$ cat config.mk
export PLATFORM = sky130hd
export DESIGN_NAME = dbai_top
export DESIGN_NICKNAME = d
export VERILOG_FILES = /design/src/shared/dbai_pkg.sv /design/src/dbai_sync.sv /design/src/dbai_indicator.sv /design/src/dbai_top.sv
export VERILOG_INCLUDE_DIRS = /design/src /design/src/shared
export SDC_FILE = /design/constraint.sdc
export NUM_CORES = 1
export LEC_CHECK = 0
export BUFFER_PORTS_ARGS = -buffer_cell sky130_fd_sc_hd__buf_2
export CAP_MARGIN = 20
export CORE_AREA = 3 3 117 119
export DETAILED_ROUTE_END_ITERATION = 10
export DIE_AREA = 0 0 120 122
export GPL_ROUTABILITY_DRIVEN = 0
export HOLD_SLACK_MARGIN = 0.15
export SYNTH_ARGS = -nofsm -noshare
export SYNTH_HDL_FRONTEND = slang
export SYNTH_SLANG_ARGS = --single-unit
$ cat constraint.sdc
create_clock -name mclk_in -period 2 [get_ports mclk_in]
set_clock_uncertainty 0.05 [all_clocks]
set_input_delay 0.2 -clock mclk_in [delete_from_list [all_inputs] [get_ports mclk_in]]
set_output_delay 0.2 -clock mclk_in [all_outputs]
set_load 0.005 [all_outputs]
$ cat src/shared/dbai_defs.svh
/*
 Constants of the dual base alarm indicator: register offsets, field positions,
 lamp codes, reset values and timing counts. Assumes inclusion by bare name.
*/
`ifndef DBAI_DEFS_SVH
`define DBAI_DEFS_SVH

`define DBAI_NUM_BASES        2
`define DBAI_ALARMS_PER_BASE  5
`define DBAI_NUM_LEDS         10

`define DBAI_LAMP_OFF         2'h0
`define DBAI_LAMP_GREEN       2'h1
`define DBAI_LAMP_RED         2'h2
`define DBAI_LAMP_AMBER       2'h3

`define DBAI_REG_LAMPS        4'h0
`define DBAI_REG_INPUTS       4'h4
`define DBAI_REG_CTRL         4'h8
`define DBAI_REG_CLEAR        4'hC

`define DBAI_IN_FRONT_BIT     10
`define DBAI_IN_VALID_LSB     11
`define DBAI_CTRL_RESET       2'h3
`define DBAI_CLEAR_BIT        0

`define DBAI_CLK_MHZ          125
`define DBAI_DEBOUNCE_MS      10
`define DBAI_DEBOUNCE_CYCLES  (`DBAI_DEBOUNCE_MS * `DBAI_CLK_MHZ * 1000)

`endif

$ cat src/shared/dbai_pkg.sv
/*
 Types of the dual base alarm indicator: lamp states and the per-base alarm
 flag bundle. Assumes nothing of its surroundings.
*/
package dbai_pkg;

	typedef enum logic [1:0] {
		DBAI_OFF,
		DBAI_GREEN,
		DBAI_RED,
		DBAI_AMBER
	} dbai_ind_e;

	typedef struct packed {
		logic supply_alarm;
		logic transmit_power_alarm;
		logic receive_data_alarm;
		logic receive_signal_alarm;
		logic frequency_alarm;
	} dbai_base_alarm_s;

	typedef logic [1:0] dbai_lamp_t;

endpackage

$ cat src/dbai_sync.sv
/*
 Two flip-flop synchroniser for a vector of pin levels.
 Assumes the inputs are quasi-static levels from outside the clock domain.
*/
`timescale 1ns/1ps
module dbai_sync #(
	parameter int W = 1
) (
	input  wire logic         mclk_in,
	input  wire logic         nrst_in,
	input  wire logic [W-1:0] async_in,
	output logic      [W-1:0] sync_out
);

	logic [W-1:0] meta_q;

	// First stage feeds only the second stage
	always_ff @(posedge mclk_in or negedge nrst_in) begin
		if (!nrst_in) begin
			meta_q   <= '0;
			sync_out <= '0;
		end else begin
			meta_q   <= async_in;
			sync_out <= meta_q;
		end
	end

endmodule

$ cat src/dbai_indicator.sv
/*
 One four-state alarm lamp. Assumes alarm, active and clear are synchronous
 to mclk_in; clear is a one-cycle pulse.
*/
`timescale 1ns/1ps
`include "dbai_defs.svh"
module dbai_indicator (
	input  wire logic              mclk_in,
	input  wire logic              nrst_in,
	input  wire logic              active_in,
	input  wire logic              alarm_in,
	input  wire logic              clear_in,
	output dbai_pkg::dbai_lamp_t   lamp_out
);

	dbai_pkg::dbai_ind_e state_q;

	always_ff @(posedge mclk_in or negedge nrst_in) begin
		if (!nrst_in) begin
			state_q <= dbai_pkg::DBAI_OFF;
		end else if (!active_in) begin
			state_q <= dbai_pkg::DBAI_OFF;
		end else if (alarm_in) begin
			// Set wins over a clear in the same cycle
			state_q <= dbai_pkg::DBAI_RED;
		end else begin
			unique case (state_q)
				dbai_pkg::DBAI_OFF:   state_q <= dbai_pkg::DBAI_GREEN;
				dbai_pkg::DBAI_GREEN: state_q <= dbai_pkg::DBAI_GREEN;
				dbai_pkg::DBAI_RED: begin
					state_q <= clear_in ? dbai_pkg::DBAI_GREEN : dbai_pkg::DBAI_AMBER;
				end
				dbai_pkg::DBAI_AMBER: begin
					state_q <= clear_in ? dbai_pkg::DBAI_GREEN : dbai_pkg::DBAI_AMBER;
				end
			endcase
		end
	end

	always_comb begin
		lamp_out = `DBAI_LAMP_OFF;
		unique case (state_q)
			dbai_pkg::DBAI_OFF:   lamp_out = `DBAI_LAMP_OFF;
			dbai_pkg::DBAI_GREEN: lamp_out = `DBAI_LAMP_GREEN;
			dbai_pkg::DBAI_RED:   lamp_out = `DBAI_LAMP_RED;
			dbai_pkg::DBAI_AMBER: lamp_out = `DBAI_LAMP_AMBER;
		endcase
	end
endmodule

$ cat src/dbai_top.sv
/*
 Front-panel alarm lamps of a two-base changeover controller, with a
 debounced reset switch, front/rear service port priority and an Avalon-MM
 slave with waitrequest. Assumes all pins are asynchronous levels and the
 bus master is on mclk_in.
*/
// What this block does
// - Ten lamps, five alarms per base
// - Lamp shows off, green, red or amber
// - Switch press acts on all lamps at once
// - Press turns amber and red lamps whose alarm has gone green
// - Front port connected disables rear port
`timescale 1ns/1ps
`include "dbai_defs.svh"
module dbai_top #(
	parameter int DEBOUNCE_CYCLES = `DBAI_DEBOUNCE_CYCLES
) (
	input  wire logic                       mclk_in,
	input  wire logic                       nrst_in,
	input  wire dbai_pkg::dbai_base_alarm_s base1_alarm_in,
	input  wire dbai_pkg::dbai_base_alarm_s base2_alarm_in,
	input  wire logic [1:0]                 report_valid_in,
	input  wire logic                       reset_switch_in,
	input  wire logic                       front_port_present_in,
	output logic [19:0]                     lamp_out,
	output logic                            rear_port_enable_out,
	input  wire logic [3:0]                 avs_address_in,
	input  wire logic                       avs_read_in,
	input  wire logic                       avs_write_in,
	input  wire logic [31:0]                avs_writedata_in,
	input  wire logic [3:0]                 avs_byteenable_in,
	output logic [31:0]                     avs_readdata_out,
	output logic                            avs_waitrequest_out
);

	localparam int NPIN = `DBAI_NUM_LEDS + 4;

	logic [NPIN-1:0]                 pin_raw;
	logic [NPIN-1:0]                 pin_sync;
	logic [`DBAI_NUM_LEDS-1:0]       alarm_s;
	logic [1:0]                      valid_s;
	logic                            switch_s;
	logic                            front_s;
	logic [1:0]                      base_enable_q;
	logic                            soft_clear_q;
	logic                            switch_stable_q;
	logic                            switch_prev_q;
	logic [20:0]                     bounce_cnt_q;
	logic                            press;
	logic                            clear_all;
	logic                            ack_q;
	logic                            bus_req;
	logic [31:0]                     read_mux;
	dbai_pkg::dbai_lamp_t            lamp_w [`DBAI_NUM_LEDS];
	logic [19:0]                     lamp_flat;

	assign pin_raw = {front_port_present_in, reset_switch_in, report_valid_in,
		base2_alarm_in, base1_alarm_in};

	dbai_sync #(
		.W(NPIN)
	) u_pin_sync (
		.mclk_in  (mclk_in),
		.nrst_in  (nrst_in),
		.async_in (pin_raw),
		.sync_out (pin_sync)
	);

	assign alarm_s  = pin_sync[`DBAI_NUM_LEDS-1:0];
	assign valid_s  = pin_sync[`DBAI_NUM_LEDS+1:`DBAI_NUM_LEDS];
	assign switch_s = pin_sync[`DBAI_NUM_LEDS+2];
	assign front_s  = pin_sync[`DBAI_NUM_LEDS+3];

	// Contact bounce would otherwise clear lamps twice; harmless but noisy
	always_ff @(posedge mclk_in or negedge nrst_in) begin
		if (!nrst_in) begin
			switch_stable_q <= 1'b0;
			bounce_cnt_q    <= '0;
		end else if (switch_s == switch_stable_q) begin
			bounce_cnt_q <= '0;
		end else if (bounce_cnt_q >= 21'(DEBOUNCE_CYCLES - 1)) begin
			switch_stable_q <= switch_s;
			bounce_cnt_q    <= '0;
		end else begin
			bounce_cnt_q <= bounce_cnt_q + 21'h1;
		end
	end

	always_ff @(posedge mclk_in or negedge nrst_in) begin
		if (!nrst_in) begin
			switch_prev_q <= 1'b0;
		end else begin
			switch_prev_q <= switch_stable_q;
		end
	end

	assign press     = switch_stable_q && !switch_prev_q;
	// One pulse reaches every lamp of both bases in the same cycle
	assign clear_all = press || soft_clear_q;

	genvar gi;
	generate
		for (gi = 0; gi < `DBAI_NUM_LEDS; gi++) begin : g_lamp
			dbai_indicator u_ind (
				.mclk_in   (mclk_in),
				.nrst_in   (nrst_in),
				.active_in (valid_s[gi / `DBAI_ALARMS_PER_BASE]
					&& base_enable_q[gi / `DBAI_ALARMS_PER_BASE]),
				.alarm_in  (alarm_s[gi]),
				.clear_in  (clear_all),
				.lamp_out  (lamp_w[gi])
			);
			assign lamp_flat[2*gi+1:2*gi] = lamp_w[gi];
		end
	endgenerate

	always_ff @(posedge mclk_in or negedge nrst_in) begin
		if (!nrst_in) begin
			lamp_out <= '0;
		end else begin
			lamp_out <= lamp_flat;
		end
	end

	always_ff @(posedge mclk_in or negedge nrst_in) begin
		if (!nrst_in) begin
			rear_port_enable_out <= 1'b1;
		end else begin
			rear_port_enable_out <= !front_s;
		end
	end

	// Bus slave: one wait cycle, answer on the second edge of the request
	assign bus_req = avs_read_in || avs_write_in;

	always_ff @(posedge mclk_in or negedge nrst_in) begin
		if (!nrst_in) begin
			ack_q               <= 1'b0;
			avs_waitrequest_out <= 1'b1;
		end else begin
			ack_q               <= bus_req && !ack_q;
			avs_waitrequest_out <= !(bus_req && !ack_q);
		end
	end

	always_comb begin
		read_mux = 32'h0;
		unique case (avs_address_in)
			`DBAI_REG_LAMPS:  read_mux[19:0] = lamp_flat;
			`DBAI_REG_INPUTS: begin
				read_mux[`DBAI_NUM_LEDS-1:0]                  = alarm_s;
				read_mux[`DBAI_IN_FRONT_BIT]                  = front_s;
				read_mux[`DBAI_IN_VALID_LSB+1:`DBAI_IN_VALID_LSB] = valid_s;
			end
			`DBAI_REG_CTRL:   read_mux[1:0] = base_enable_q;
			default:          read_mux = 32'h0;
		endcase
	end

	always_ff @(posedge mclk_in or negedge nrst_in) begin
		if (!nrst_in) begin
			avs_readdata_out <= 32'h0;
		end else if (avs_read_in && !ack_q) begin
			avs_readdata_out <= read_mux;
		end
	end

	// Writes land on the edge where waitrequest is seen low
	always_ff @(posedge mclk_in or negedge nrst_in) begin
		if (!nrst_in) begin
			base_enable_q <= `DBAI_CTRL_RESET;
		end else if (avs_write_in && ack_q && avs_address_in == `DBAI_REG_CTRL
				&& avs_byteenable_in[0]) begin
			base_enable_q <= avs_writedata_in[1:0];
		end
	end

	always_ff @(posedge mclk_in or negedge nrst_in) begin
		if (!nrst_in) begin
			soft_clear_q <= 1'b0;
		end else begin
			soft_clear_q <= avs_write_in && ack_q && avs_address_in == `DBAI_REG_CLEAR
				&& avs_byteenable_in[0] && avs_writedata_in[`DBAI_CLEAR_BIT];
		end
	end

	// Per-lamp checks: synced input to lamp_out takes two edges
	generate
		for (gi = 0; gi < `DBAI_NUM_LEDS; gi++) begin : g_chk

		end
	endgenerate
endmodule

# --- Word level (Yosys, flattened, before mapping) ---
# Cells that the tools add are included.
word_totals:
  reg_bits: 117
  input_bits: 58
  out_inout_bits: 54
  elab_cells: 154
op_classes:
  n_addsub: 1
  order_cmp: 1
  n_eq_ne: 34
  muxes: 46
  bitwise: 1
  n_reduce_logical: 49
op_table:
  columns: ["cell", "count"]
  rows:
  - ["$pmux 2 s4", 10]
  - ["$mux 2", 21]
  - ["$mux 21", 2]
  - ["$eq 2x2->1 const B", 20]
  - ["$pmux 2 s2", 10]
  - ["$reduce_or 2->1", 20]
  - ["$pmux 11 s2", 1]
  - ["$add 21x1->21 const B", 1]
  - ["$ge 21x21->1 const B", 1]
  - ["$eq 2x1->1 const B", 10]
  - ["$logic_not 2->1", 10]
  - ["$logic_and 1x1->1", 11]
  - ["$eq 4x4->1 const B", 2]
  - ["$mux 7", 1]
  - ["$pmux 2 s3", 1]
  - ["$eq 4x3->1 const B", 1]
  - ["$logic_not 1->1", 4]
  - ["$logic_not 4->1", 1]
  - ["$logic_or 1x1->1", 2]
  - ["$reduce_and 2->1", 1]
  - ["$eq 1x1->1", 1]
  - ["$not 1->1", 1]

# --- Logic depth before layout (Yosys ltp) ---
# Gate-level depths: netlist of the first run.
logic_depth:
  ltp_word: 7
  depth_mapped: 7
  depth_no_buf: 5

# --- Modules after synthesis ---
# A second synthesis of the first run with hierarchy kept.
hier_totals:
  cells_unflattened: 373
  hier_area_um2: 4536.9
by_module_without_submodules:
  columns: ["module", "n_inst", "cells_each", "area_per_inst_um2", "seq_area_each_um2"]
  rows:
  - ["dbai_top", 1, 275, 2985.4, 1731.7]
  - ["dbai_indicator", 10, 7, 85.1, 50.0]
  - ["dbai_sync", 1, 28, 700.7, 700.7]

# --- Worst setup path before layout of the first run ---
# Ideal clock, no wire load.
synth_timing:
  kind: "register -> register"
  startpoint: "register bounce_cnt_q[0]"
  endpoint: "register switch_stable_q"
  setup_time_ns: 0.125
  t_arrival_ns: 1.886
  required_ns: 1.825
  slack_ns: -0.061
  path_stages_with_launch: 7
  path_buffers: 1
  synth_period_minus_slack_ns: 2.061
  cell_sequence: "dfrtp_1 > ha_1 > clkbuf_1 > a211oi_1 > or4_4 > a31oi_4 > mux2_4"
synth_via:
  elab_chain_cells: 2
synth_lines:
  columns: ["item", "line", "source"]
  rows:
  - ["start: declaration", "dbai_top.sv:48", "logic [20:0] bounce_cnt_q;"]
  - ["start signal: assignment", "dbai_top.sv:85", "bounce_cnt_q <= bounce_cnt_q + 21'h1;"]
  - ["$ge 21x21->1", "dbai_top.sv:81", "end else if (bounce_cnt_q >= 21'(DEBOUNCE_CYCLES - 1)) begin"]
  - ["$reduce_and 2->1 (no source line)", null, null]
  - ["end signal: assignment", "dbai_top.sv:82", "switch_stable_q <= switch_s;"]
  - ["end: declaration", "dbai_top.sv:46", "logic switch_stable_q;"]
# No other way between the ends.
# A chain may end at the register's enable or synchronous reset.

# --- Worst setup path in the final report of the first run ---
layout_timing:
  startpoint: "input avs_writedata_in[0]"
  endpoint: "register soft_clear_q"
layout_via:
  elab_chain_cells: 1
layout_lines:
  columns: ["item", "line", "source"]
  rows:
  - ["start: declaration", "dbai_top.sv:30", "input wire logic [31:0] avs_writedata_in,"]
  - ["$logic_and 1x1->1", "dbai_top.sv:182", "soft_clear_q <= avs_write_in && ack_q && avs_address_in == `DBAI_REG_CLEAR"]
  - ["end signal: assignment", "dbai_top.sv:182", null]
  - ["end: declaration", "dbai_top.sv:45", "logic soft_clear_q;"]
# No other way between the ends.

==> impl_metrics.sql, run 1 <==
INSERT INTO impl_metrics (metric_group, metric, value, unit) VALUES
('setup_path', 'crit_path_max_fanout', '2', ''),
('power', 'p_sw_frac', '0.216', ''),
('global_routing', 'first_pass_grt_wire_length', '15100', 'um'),
('die', 'initial_utilization', '0.348', ''),
('layout', 'seqCellArea', '0.00293', 'sq mm'),
('power', 'power_per_cell_area', '979', 'mW/mm^2'),
('power', 'switching_power', '1.20', 'mW'),
('layout', 'insertedDiodeCount', '0', ''),
('synthesis', 'syn-mean-instance-area', '11.9', 'sq um'),
('timing', 'finalCritPeriodShare', '0.953', ''),
('synthesis', 'yosys_warnings', '0', ''),
('setup_path', 'cp-end-kind', 'flop', ''),
('clock_network', 'clk_pin_slew_worst_paths', '0.05', 'ns'),
('global_routing', 'first_global_vias', '3024', ''),
('power', 'p_int', '4.36', 'mW'),
('timing', 'hold_viol', '0', ''),
('timing', 'totalNegativeSetupSlack', '0', 'ns'),
('global_routing', 'grt_use_total', '0.133', ''),
('power', 'power.leakage', '2.71', 'nW'),
('synthesis', 'ys_ff_latch', '117', ''),
('die', 'die_y', '122', 'um'),
('die', 'fp.coreArea', '0.0127', 'sq mm'),
('synthesis', 'synth-seq-area-share', '0.665', ''),
('clock_network', 'postCtsSetupRepairBufs', '0', ''),
('timing', 'setup_viol_count_final', '0', ''),
('setup_path', 'crit_arrival', '2.19', 'ns'),
('placement', 'cell_area_after_placement', '0.00491', 'sq mm'),
('die', 'io_pins', '112', ''),
('clock_network', 'clock-root-buffer', 'sky130_fd_sc_hd__clkbuf_16', ''),
('layout', 'layout-drive-gt1-share', '0.287', ''),
('clock_network', 'clock_sinks', '117', ''),
('setup_path', 'critPathKind', 'primary input to flop', ''),
('power', 'clock_power_share', '0.499', ''),
('layout', 'fillers', '1181', ''),
('min_path', 'hp-class', 'primary input to flop', ''),
('setup_path', 'cp-start-kind', 'primary input', ''),
('route', 'drc_errors', '0', ''),
('clock_network', 'tritoncts', 'built', ''),
('clock_network', 'cts_max_path_buffers', '2', ''),
('global_routing', 'grt_max_degree', '54', ''),
('synthesis', 'yosys.cell_types.count', '43', ''),
('setup_path', 'timing.critical_path.required', '2.29', 'ns'),
('layout', 'area_growth', '28.7', '%'),
('power', 'worst_ir_drop_vdd', '0.640', 'mV'),
('route', 'routedWlPerCell', '14.0', 'um'),
('placement', 'place.detailed.instances', '589', ''),
('layout', 'area_occupied_by_multi_input_gates', '0.00126', 'sq mm'),
('placement', 'place.detailed.hpwl', '6190', 'um'),
('synthesis', 'mappedNetlistArea', '0.00441', 'sq mm'),
('power', 'comb_power_share', '0.048', ''),
('timing', 'peak_clock_frequency_supported_by_timing', '0.525', 'GHz'),
('timing', 'setup_repair_after_global_routing_missed_its_margin', 'false', ''),
('flow_run', 'maxcap_violations', '0', ''),
('placement', 'placement.io_buffers', '66', ''),
('clock_network', 'worst_skew_pair.late_latency', '0.40', 'ns'),
('route', 'detail_route.iter0.violations', '136', ''),
('route', 'drtPass1Iterations', '4', ''),
('power', 'pwr-share-seq', '0.453', ''),
('timing', 'slew_viol_final', '0', ''),
('synthesis', 'postSynthCellCount', '370', ''),
('layout', 'final_instance_count_without_filler_cells', '642', ''),
('route', 'route.final.wire_length', '8980', 'um'),
('die', 'num_rows', '41', ''),
('route', 'viasPerCell', '4.62', ''),
('clock_network', 'ctsHtreeMaxLevel', '4', ''),
('route', 'routed-via-count', '2964', ''),
('layout', 'layout.cell_area.non_filler', '0.00568', 'sq mm'),
('global_routing', 'initial_antenna_violation_count', '0', ''),
('route', 'drt.antenna.violating_nets', '0', ''),
('timing', 'layout_min_cycle_time', '1.91', 'ns'),
('global_routing', 'gr-total-overflow', '0', ''),
('die', 'chipWidth', '120', 'um'),
('clock_network', 'cts_made_buffers', '17', ''),
('status', 'outcome', 'finished, final reports clean', ''),
('layout', 'final_net_count', '516', ''),
('die', 'total_die_area', '0.0146', 'sq mm');
==> stage by stage <==
stage | hold slack (ns) | setup slack (ns) | util | power (mW)
3_3_place_gp | 0.147 | 0.117 | 0.388 | 2.79
5_1_grt | 0.217 | 0.00452 | 0.448 | 5.78
4_1_cts | 0.200 | 0.0686 | 0.448 | 5.63
2_1_floorplan | -0.146 | 0.0523 | - | 2.66
6_report | 0.225 | 0.0934 | 0.448 | 5.56
3_5_place_dp | 0.149 | 0.0891 | 0.388 | 2.80
==> flip-flops by register name, indices dropped and copies added (netlist names), 2 cells and up <==
| name | cells |
|---|---|
| bounce_cnt_q | 21 |
| avs_readdata_out | 20 |
| g_lamp.u_ind.state_q | 20 |
| lamp_out | 20 |
| u_pin_sync.meta_q | 14 |
| u_pin_sync.sync_out | 14 |
| base_enable_q | 2 |
==> power groups by stage <==
stage | clock [mW] | combinational (mW) | sequential, mW
6_report | 2.78 | 0.266 | 2.52
5_1_grt | 2.94 | 0.304 | 2.53
4_1_cts | 2.84 | 0.272 | 2.52
3_5_place_dp | 0 | 0.241 | 2.56
3_3_place_gp | 0 | 0.237 | 2.56
2_1_floorplan | 0 | 0.118 | 2.54
==> kinds of logic (layout without fill, tap and decap cells) <==
kind of cell / after synthesis / in the layout / synth area share
flops: 117 / 117 / 0.665
simple gates: 116 / 116 / 0.134
compound gates: 64 / 64 / 0.0970
buf+inv: 53 / 142 / 0.0615
xor+xnor: 13 / 13 / 0.0258
mux: 5 / 5 / 0.0130
fa+ha+maj: 1 / 1 / 0.00284
other cells: 1 / 12 / 0.000850
==> repair_timing <==
| action | 4_1_cts | 5_1_grt |
|---|---|---|
| gates resized for setup | 0 | 0 |
| hold buffers | 21 | 0 |
| endpoints found under the setup margin | 0 | 4 |
| hold endpoints to repair | 105 | 0 |
==> worst max-delay path, cell delays in order <==
cell and delay [ns]:
sky130_fd_sc_hd__dlygate4sd3_1 0.52, sky130_fd_sc_hd__buf_2 0.11, sky130_fd_sc_hd__nand2_1 0.04, sky130_fd_sc_hd__dlygate4sd3_1 0.56, sky130_fd_sc_hd__nor4_1 0.19, sky130_fd_sc_hd__dlygate4sd3_1 0.58
==> final timing paths <==
path	start	endpoint	slack (ns)	depth (start not counted)
min in group asynchronous	nrst_in	bounce_cnt_q[10]$_DFF_PN0_	0.25	2
setup reg to reg	bounce_cnt_q[8]$_DFF_PN0_	switch_stable_q$_DFFE_PN0P_	0.10	4
hold reg to reg	u_pin_sync.meta_q[2]$_DFF_PN0_	u_pin_sync.sync_out[2]$_DFF_PN0_	0.29	0
max in group asynchronous	nrst_in	base_enable_q[1]$_DFFE_PN1P_	0.96	3
setup / recovery	avs_writedata_in[0]	soft_clear_q$_DFF_PN0_	0.09	6
hold / removal	avs_address_in[0]	avs_readdata_out[0]$_DFFE_PN0P_	0.23	3
==> cell usage in the layout (no fill, tap or decap), types with 2 or more instances in the layout <==
cell type / Yosys / final
sky130_fd_sc_hd__nor2_1: 21 / 21
sky130_fd_sc_hd__dfstp_2: 4 / 4
sky130_fd_sc_hd__xor2_1: 11 / 11
sky130_fd_sc_hd__nand2_1: 36 / 36
sky130_fd_sc_hd__mux2i_1: 2 / 2
sky130_fd_sc_hd__inv_1: 4 / 4
sky130_fd_sc_hd__dfrtp_1: 113 / 113
sky130_fd_sc_hd__nor4_1: 2 / 2
sky130_fd_sc_hd__mux2_2: 2 / 2
sky130_fd_sc_hd__clkinv_2: 0 / 7
sky130_fd_sc_hd__and2_1: 3 / 3
sky130_fd_sc_hd__and4_2: 2 / 2
sky130_fd_sc_hd__a22o_1: 2 / 2
sky130_fd_sc_hd__buf_4: 12 / 19
sky130_fd_sc_hd__nand3_1: 5 / 5
sky130_fd_sc_hd__clkinvlp_4: 0 / 2
sky130_fd_sc_hd__a211oi_2: 5 / 5
sky130_fd_sc_hd__clkbuf_16: 0 / 17
sky130_fd_sc_hd__o21ai_0: 27 / 27
sky130_fd_sc_hd__or3_1: 7 / 7
sky130_fd_sc_hd__a22oi_1: 11 / 11
sky130_fd_sc_hd__nor3_1: 14 / 14
sky130_fd_sc_hd__or4_1: 2 / 2
sky130_fd_sc_hd__and4_1: 3 / 3
sky130_fd_sc_hd__buf_2: 3 / 65
sky130_fd_sc_hd__a211oi_1: 4 / 4
sky130_fd_sc_hd__a21oi_1: 12 / 12
sky130_fd_sc_hd__dlygate4sd3_1: 0 / 21
sky130_fd_sc_hd__conb_1: 1 / 12
sky130_fd_sc_hd__clkbuf_8: 0 / 3
sky130_fd_sc_hd__xnor2_1: 2 / 2
sky130_fd_sc_hd__clkbuf_1: 30 / 2
sky130_fd_sc_hd__nand4_1: 13 / 13
==> layer usage <==
layer  up-vias  GRT usage  part of all wire
met5         -          0                 0
met1      1461      0.179              0.47
met4         0     0.0687             0.020
li1       1414          -                 -
met3        15     0.0371             0.046
met2        74      0.198              0.46
==> cells in the mapped netlist <==
library cell | instances | area share
sky130_fd_sc_hd__mux2_4 | 1 | 0.0034
sky130_fd_sc_hd__nor3_1 | 14 | 0.016
sky130_fd_sc_hd__clkbuf_1 | 30 | 0.026
sky130_fd_sc_hd__a211o_2 | 1 | 0.0023
sky130_fd_sc_hd__a22oi_1 | 11 | 0.019
sky130_fd_sc_hd__nand2b_1 | 1 | 0.0014
sky130_fd_sc_hd__nor2_1 | 21 | 0.018
sky130_fd_sc_hd__or3_1 | 7 | 0.0099
sky130_fd_sc_hd__a211o_1 | 1 | 0.0020
sky130_fd_sc_hd__buf_6 | 3 | 0.0077
sky130_fd_sc_hd__or4_1 | 2 | 0.0034
sky130_fd_sc_hd__buf_2 | 3 | 0.0034
sky130_fd_sc_hd__nor2b_1 | 1 | 0.0014
sky130_fd_sc_hd__and4_1 | 3 | 0.0060
sky130_fd_sc_hd__xnor2_1 | 2 | 0.0040
sky130_fd_sc_hd__mux2_2 | 2 | 0.0051
sky130_fd_sc_hd__dfrtp_1 | 113 | 0.64
sky130_fd_sc_hd__a211oi_1 | 4 | 0.0068
sky130_fd_sc_hd__conb_1 | 1 | 0.00085
sky130_fd_sc_hd__buf_4 | 12 | 0.020
sky130_fd_sc_hd__mux2i_1 | 2 | 0.0045
sky130_fd_sc_hd__nand3_1 | 5 | 0.0057
sky130_fd_sc_hd__nand4_1 | 13 | 0.018
sky130_fd_sc_hd__dfstp_2 | 4 | 0.024
sky130_fd_sc_hd__a21oi_1 | 12 | 0.014
sky130_fd_sc_hd__nor4_2 | 1 | 0.0028
sky130_fd_sc_hd__and4_2 | 2 | 0.0045
sky130_fd_sc_hd__clkbuf_2 | 1 | 0.0011
sky130_fd_sc_hd__or4_4 | 1 | 0.0026
sky130_fd_sc_hd__and2_1 | 3 | 0.0043
sky130_fd_sc_hd__o21ai_0 | 27 | 0.031
sky130_fd_sc_hd__and3_1 | 1 | 0.0014
sky130_fd_sc_hd__nor3b_1 | 1 | 0.0017
sky130_fd_sc_hd__nand2_1 | 36 | 0.031
sky130_fd_sc_hd__a31oi_4 | 1 | 0.0048
sky130_fd_sc_hd__nor4b_1 | 1 | 0.0020
sky130_fd_sc_hd__nor4_1 | 2 | 0.0028
sky130_fd_sc_hd__or2_2 | 1 | 0.0014
sky130_fd_sc_hd__a22o_1 | 2 | 0.0040
sky130_fd_sc_hd__inv_1 | 4 | 0.0034
sky130_fd_sc_hd__ha_1 | 1 | 0.0028
sky130_fd_sc_hd__xor2_1 | 11 | 0.022
sky130_fd_sc_hd__a211oi_2 | 5 | 0.014
==> cell type report <==
| cell class | count | area share |
|---|---|---|
| Clock buffer | 22 | 0.0835 |
| Clock inverter | 10 | 0.0141 |
| Inverter | 4 | 0.00264 |
| Multi-Input combinational cell | 211 | 0.223 |
| Sequential cell | 117 | 0.516 |
| Tap cell | 172 | 0.0379 |
| Timing Repair Buffer | 106 | 0.123 |
(Power assumes the default switching activity.)
==> inputs of run 2 (changes only) <==
Settings changed: RECOVER_POWER from default to 25.
==> run 2 against run 1 <==
Clock power hardly changed. Highest routed layer unchanged. Routed wire length stayed put. Die area stayed put. Critical endpoint unchanged. Flip-flop and latch count stayed put. Sequential power hardly changed. Cell count stayed put. Count of clock-buffer cells in the layout stayed put. Cell area is 0.11% lower. Sequential share of layout area is 0.057 points higher.
==> impl_metrics.sql, run 2 (synthesized netlist as in run 1, its figures left out) <==
INSERT INTO impl_metrics (metric_group, metric, value, unit) VALUES
('status', 'outcome', 'finished, final reports clean', ''),
('route', 'routedWlPerCell', '14.0', 'um'),
('clock_network', 'clock-root-buffer', 'sky130_fd_sc_hd__clkbuf_16', ''),
('route', 'drc_errors', '0', ''),
('timing', 'finalCritPeriodShare', '0.953', ''),
('die', 'fp.coreArea', '0.0127', 'sq mm'),
('global_routing', 'gr-total-overflow', '0', ''),
('layout', 'layout-drive-gt1-share', '0.281', ''),
('setup_path', 'crit_arrival', '2.19', 'ns'),
('clock_network', 'cts_made_buffers', '17', ''),
('die', 'chipWidth', '120', 'um'),
('timing', 'peak_clock_frequency_supported_by_timing', '0.525', 'GHz'),
('route', 'drtPass1Iterations', '4', ''),
('layout', 'final_instance_count_without_filler_cells', '642', ''),
('timing', 'setup_viol_count_final', '0', ''),
('route', 'drt.antenna.violating_nets', '0', ''),
('setup_path', 'cpMostUsedCell', 'sky130_fd_sc_hd__dlygate4sd3_1', ''),
('setup_path', 'worst_path_max_delay_cell', 'sky130_fd_sc_hd__dlygate4sd3_1', ''),
('clock_network', 'worst_skew_pair.late_latency', '0.40', 'ns'),
('global_routing', 'grt_max_degree', '54', ''),
('global_routing', 'grt_use_total', '0.133', ''),
('timing', 'layout_min_cycle_time', '1.91', 'ns'),
('layout', 'seqCellArea', '0.00293', 'sq mm'),
('power', 'worst_ir_drop_vdd', '0.640', 'mV'),
('setup_path', 'critical_path.max_stage_delay', '0.58', 'ns'),
('timing', 'setup_repair_after_global_routing_missed_its_margin', 'false', ''),
('die', 'die_y', '122', 'um'),
('layout', 'layout_commonest_cell', 'sky130_fd_sc_hd__dfrtp_1', ''),
('timing', 'hold_viol', '0', ''),
('layout', 'insertedDiodeCount', '0', ''),
('placement', 'placement.io_buffers', '66', ''),
('clock_network', 'cts_max_path_buffers', '2', ''),
('timing', 'totalNegativeSetupSlack', '0', 'ns'),
('clock_network', 'tritoncts', 'built', ''),
('clock_network', 'postCtsSetupRepairBufs', '0', ''),
('clock_network', 'clock_sinks', '117', ''),
('setup_path', 'crit_path_max_fanout', '2', ''),
('route', 'routed-via-count', '2966', ''),
('placement', 'place.detailed.instances', '589', ''),
('power', 'power_per_cell_area', '980', 'mW/mm^2'),
('setup_path', 'cp_num_buf_inv', '4', ''),
('placement', 'place.detailed.hpwl', '6190', 'um'),
('timing', 'fin_hold_ws', '0.225', 'ns'),
('layout', 'final_net_count', '516', ''),
('timing', 'slew_viol_final', '0', ''),
('layout', 'area_growth', '28.6', '%'),
('setup_path', 'setup.reg_to_reg.worst_slack', '0.10', 'ns'),
('die', 'num_rows', '41', ''),
('global_routing', 'initial_antenna_violation_count', '0', ''),
('layout', 'layout.cell_area.non_filler', '0.00567', 'sq mm'),
('layout', 'area_occupied_by_multi_input_gates', '0.00126', 'sq mm'),
('route', 'route.final.wire_length', '8980', 'um'),
('timing', 'final.setup.worst_slack', '0.0934', 'ns'),
('layout', 'max_flop_register', 'bounce_cnt_q', ''),
('layout', 'largest_reg_flops', '21', ''),
('route', 'viasPerCell', '4.62', ''),
('clock_network', 'post_cts_resized', '0', ''),
('power', 'power.leakage', '2.70', 'nW'),
('die', 'initial_utilization', '0.348', ''),
('placement', 'preCtsSetupSlack', '0.0891', 'ns'),
('global_routing', 'first_pass_grt_wire_length', '15100', 'um'),
('flow_run', 'maxcap_violations', '0', ''),
('timing', 'maxSlewHeadroom', '0.373', ''),
('setup_path', 'timing.critical_path.required', '2.29', 'ns'),
('timing', 'timing_worst_slew_pin_value', '0.941', 'ns'),
('setup_path', 'cpLargestDelayFamily', 'buffers and inverters', ''),
('clock_network', 'ctsHtreeMaxLevel', '4', ''),
('min_path', 'hp-class', 'primary input to flop', ''),
('die', 'io_pins', '112', ''),
('layout', 'most_frequent_cells_in_the_layout', 'sky130_fd_sc_hd__dfrtp_1 (113), sky130_fd_sc_hd__buf_2 (62), sky130_fd_sc_hd__nand2_1 (36)', ''),
('setup_path', 'ordered_list_of_cells_on_the_worst_path', 'dlygate4sd3_1, buf_2, nand2_1, dlygate4sd3_1, nor4_1, dlygate4sd3_1', ''),
('setup_path', 'cp-end-kind', 'flop', ''),
('setup_path', 'critPathKind', 'primary input to flop', ''),
('placement', 'cell_area_after_placement', '0.00491', 'sq mm'),
('route', 'detail_route.iter0.violations', '137', ''),
('power', 'post-layout-total-power', '5.56', 'mW'),
('layout', 'fillers', '1185', ''),
('setup_path', 'cp-start-kind', 'primary input', ''),
('global_routing', 'first_global_vias', '3024', ''),
('layout', 'core_utilization_of_the_finished_layout', '0.448', ''),
('clock_network', 'clk_pin_slew_worst_paths', '0.05', 'ns'),
('die', 'total_die_area', '0.0146', 'sq mm');
run 2: cell types whose count changed in the layout (fill, tap and decap cells not counted), sizes merged:
cell	before	now
clkbuf	22	26
buf	85	81
run 2: final timing paths:
path | from | cells after the start | endpoint
setup / recovery | avs_writedata_in[0] | 6 | soft_clear_q$_DFF_PN0_
hold / removal | avs_address_in[0] | 3 | avs_readdata_out[0]$_DFFE_PN0P_
setup reg to reg | bounce_cnt_q[8]$_DFF_PN0_ | 4 | switch_stable_q$_DFFE_PN0P_
hold reg to reg | u_pin_sync.meta_q[2]$_DFF_PN0_ | 0 | u_pin_sync.sync_out[2]$_DFF_PN0_
max in group asynchronous | nrst_in | 3 | rear_port_enable_out$_DFF_PN1_
min in group asynchronous | nrst_in | 2 | bounce_cnt_q[10]$_DFF_PN0_
run 2: report_power, final:
| part | total (mW) | leakage (nW) | switching [mW] | internal, mW |
|---|---|---|---|---|
| sequential | 2.52 | 1.54 | 0.0532 | 2.47 |
| combinational | 0.265 | 0.878 | 0.156 | 0.108 |
| clock | 2.78 | 0.275 | 0.991 | 1.79 |
| total | 5.56 | 2.70 | 1.20 | 4.36 |
run 2: worst register-to-register path: stages, from the launching register on:
cell and delay (ns):
sky130_fd_sc_hd__dfrtp_1 0.44, sky130_fd_sc_hd__or3_1 0.32, sky130_fd_sc_hd__or4_4 0.43, sky130_fd_sc_hd__a31oi_4 0.22
sky130_fd_sc_hd__mux2_4 0.32
run 2: area by class of cell:
type	instances	share of cell area
Multi-Input combinational cell	211	0.223
Clock inverter	10	0.0141
Sequential cell	117	0.517
Clock buffer	22	0.0836
Tap cell	172	0.0379
Timing Repair Buffer	106	0.122
Inverter	4	0.00265
run 2: repair_timing:
action	4_1_cts	5_1_grt
hold endpoints to repair	105	0
hold buffers	21	0
setup endpoints to repair	0	4
run 2: routing by layer:
| layer | GRT usage | routed length [um] |
|---|---|---|
| met1 | 0.179 | 4250 |
| met5 | 0 | 0 |
| met4 | 0.0687 | 182 |
| met3 | 0.0371 | 409 |
| met2 | 0.198 | 4140 |
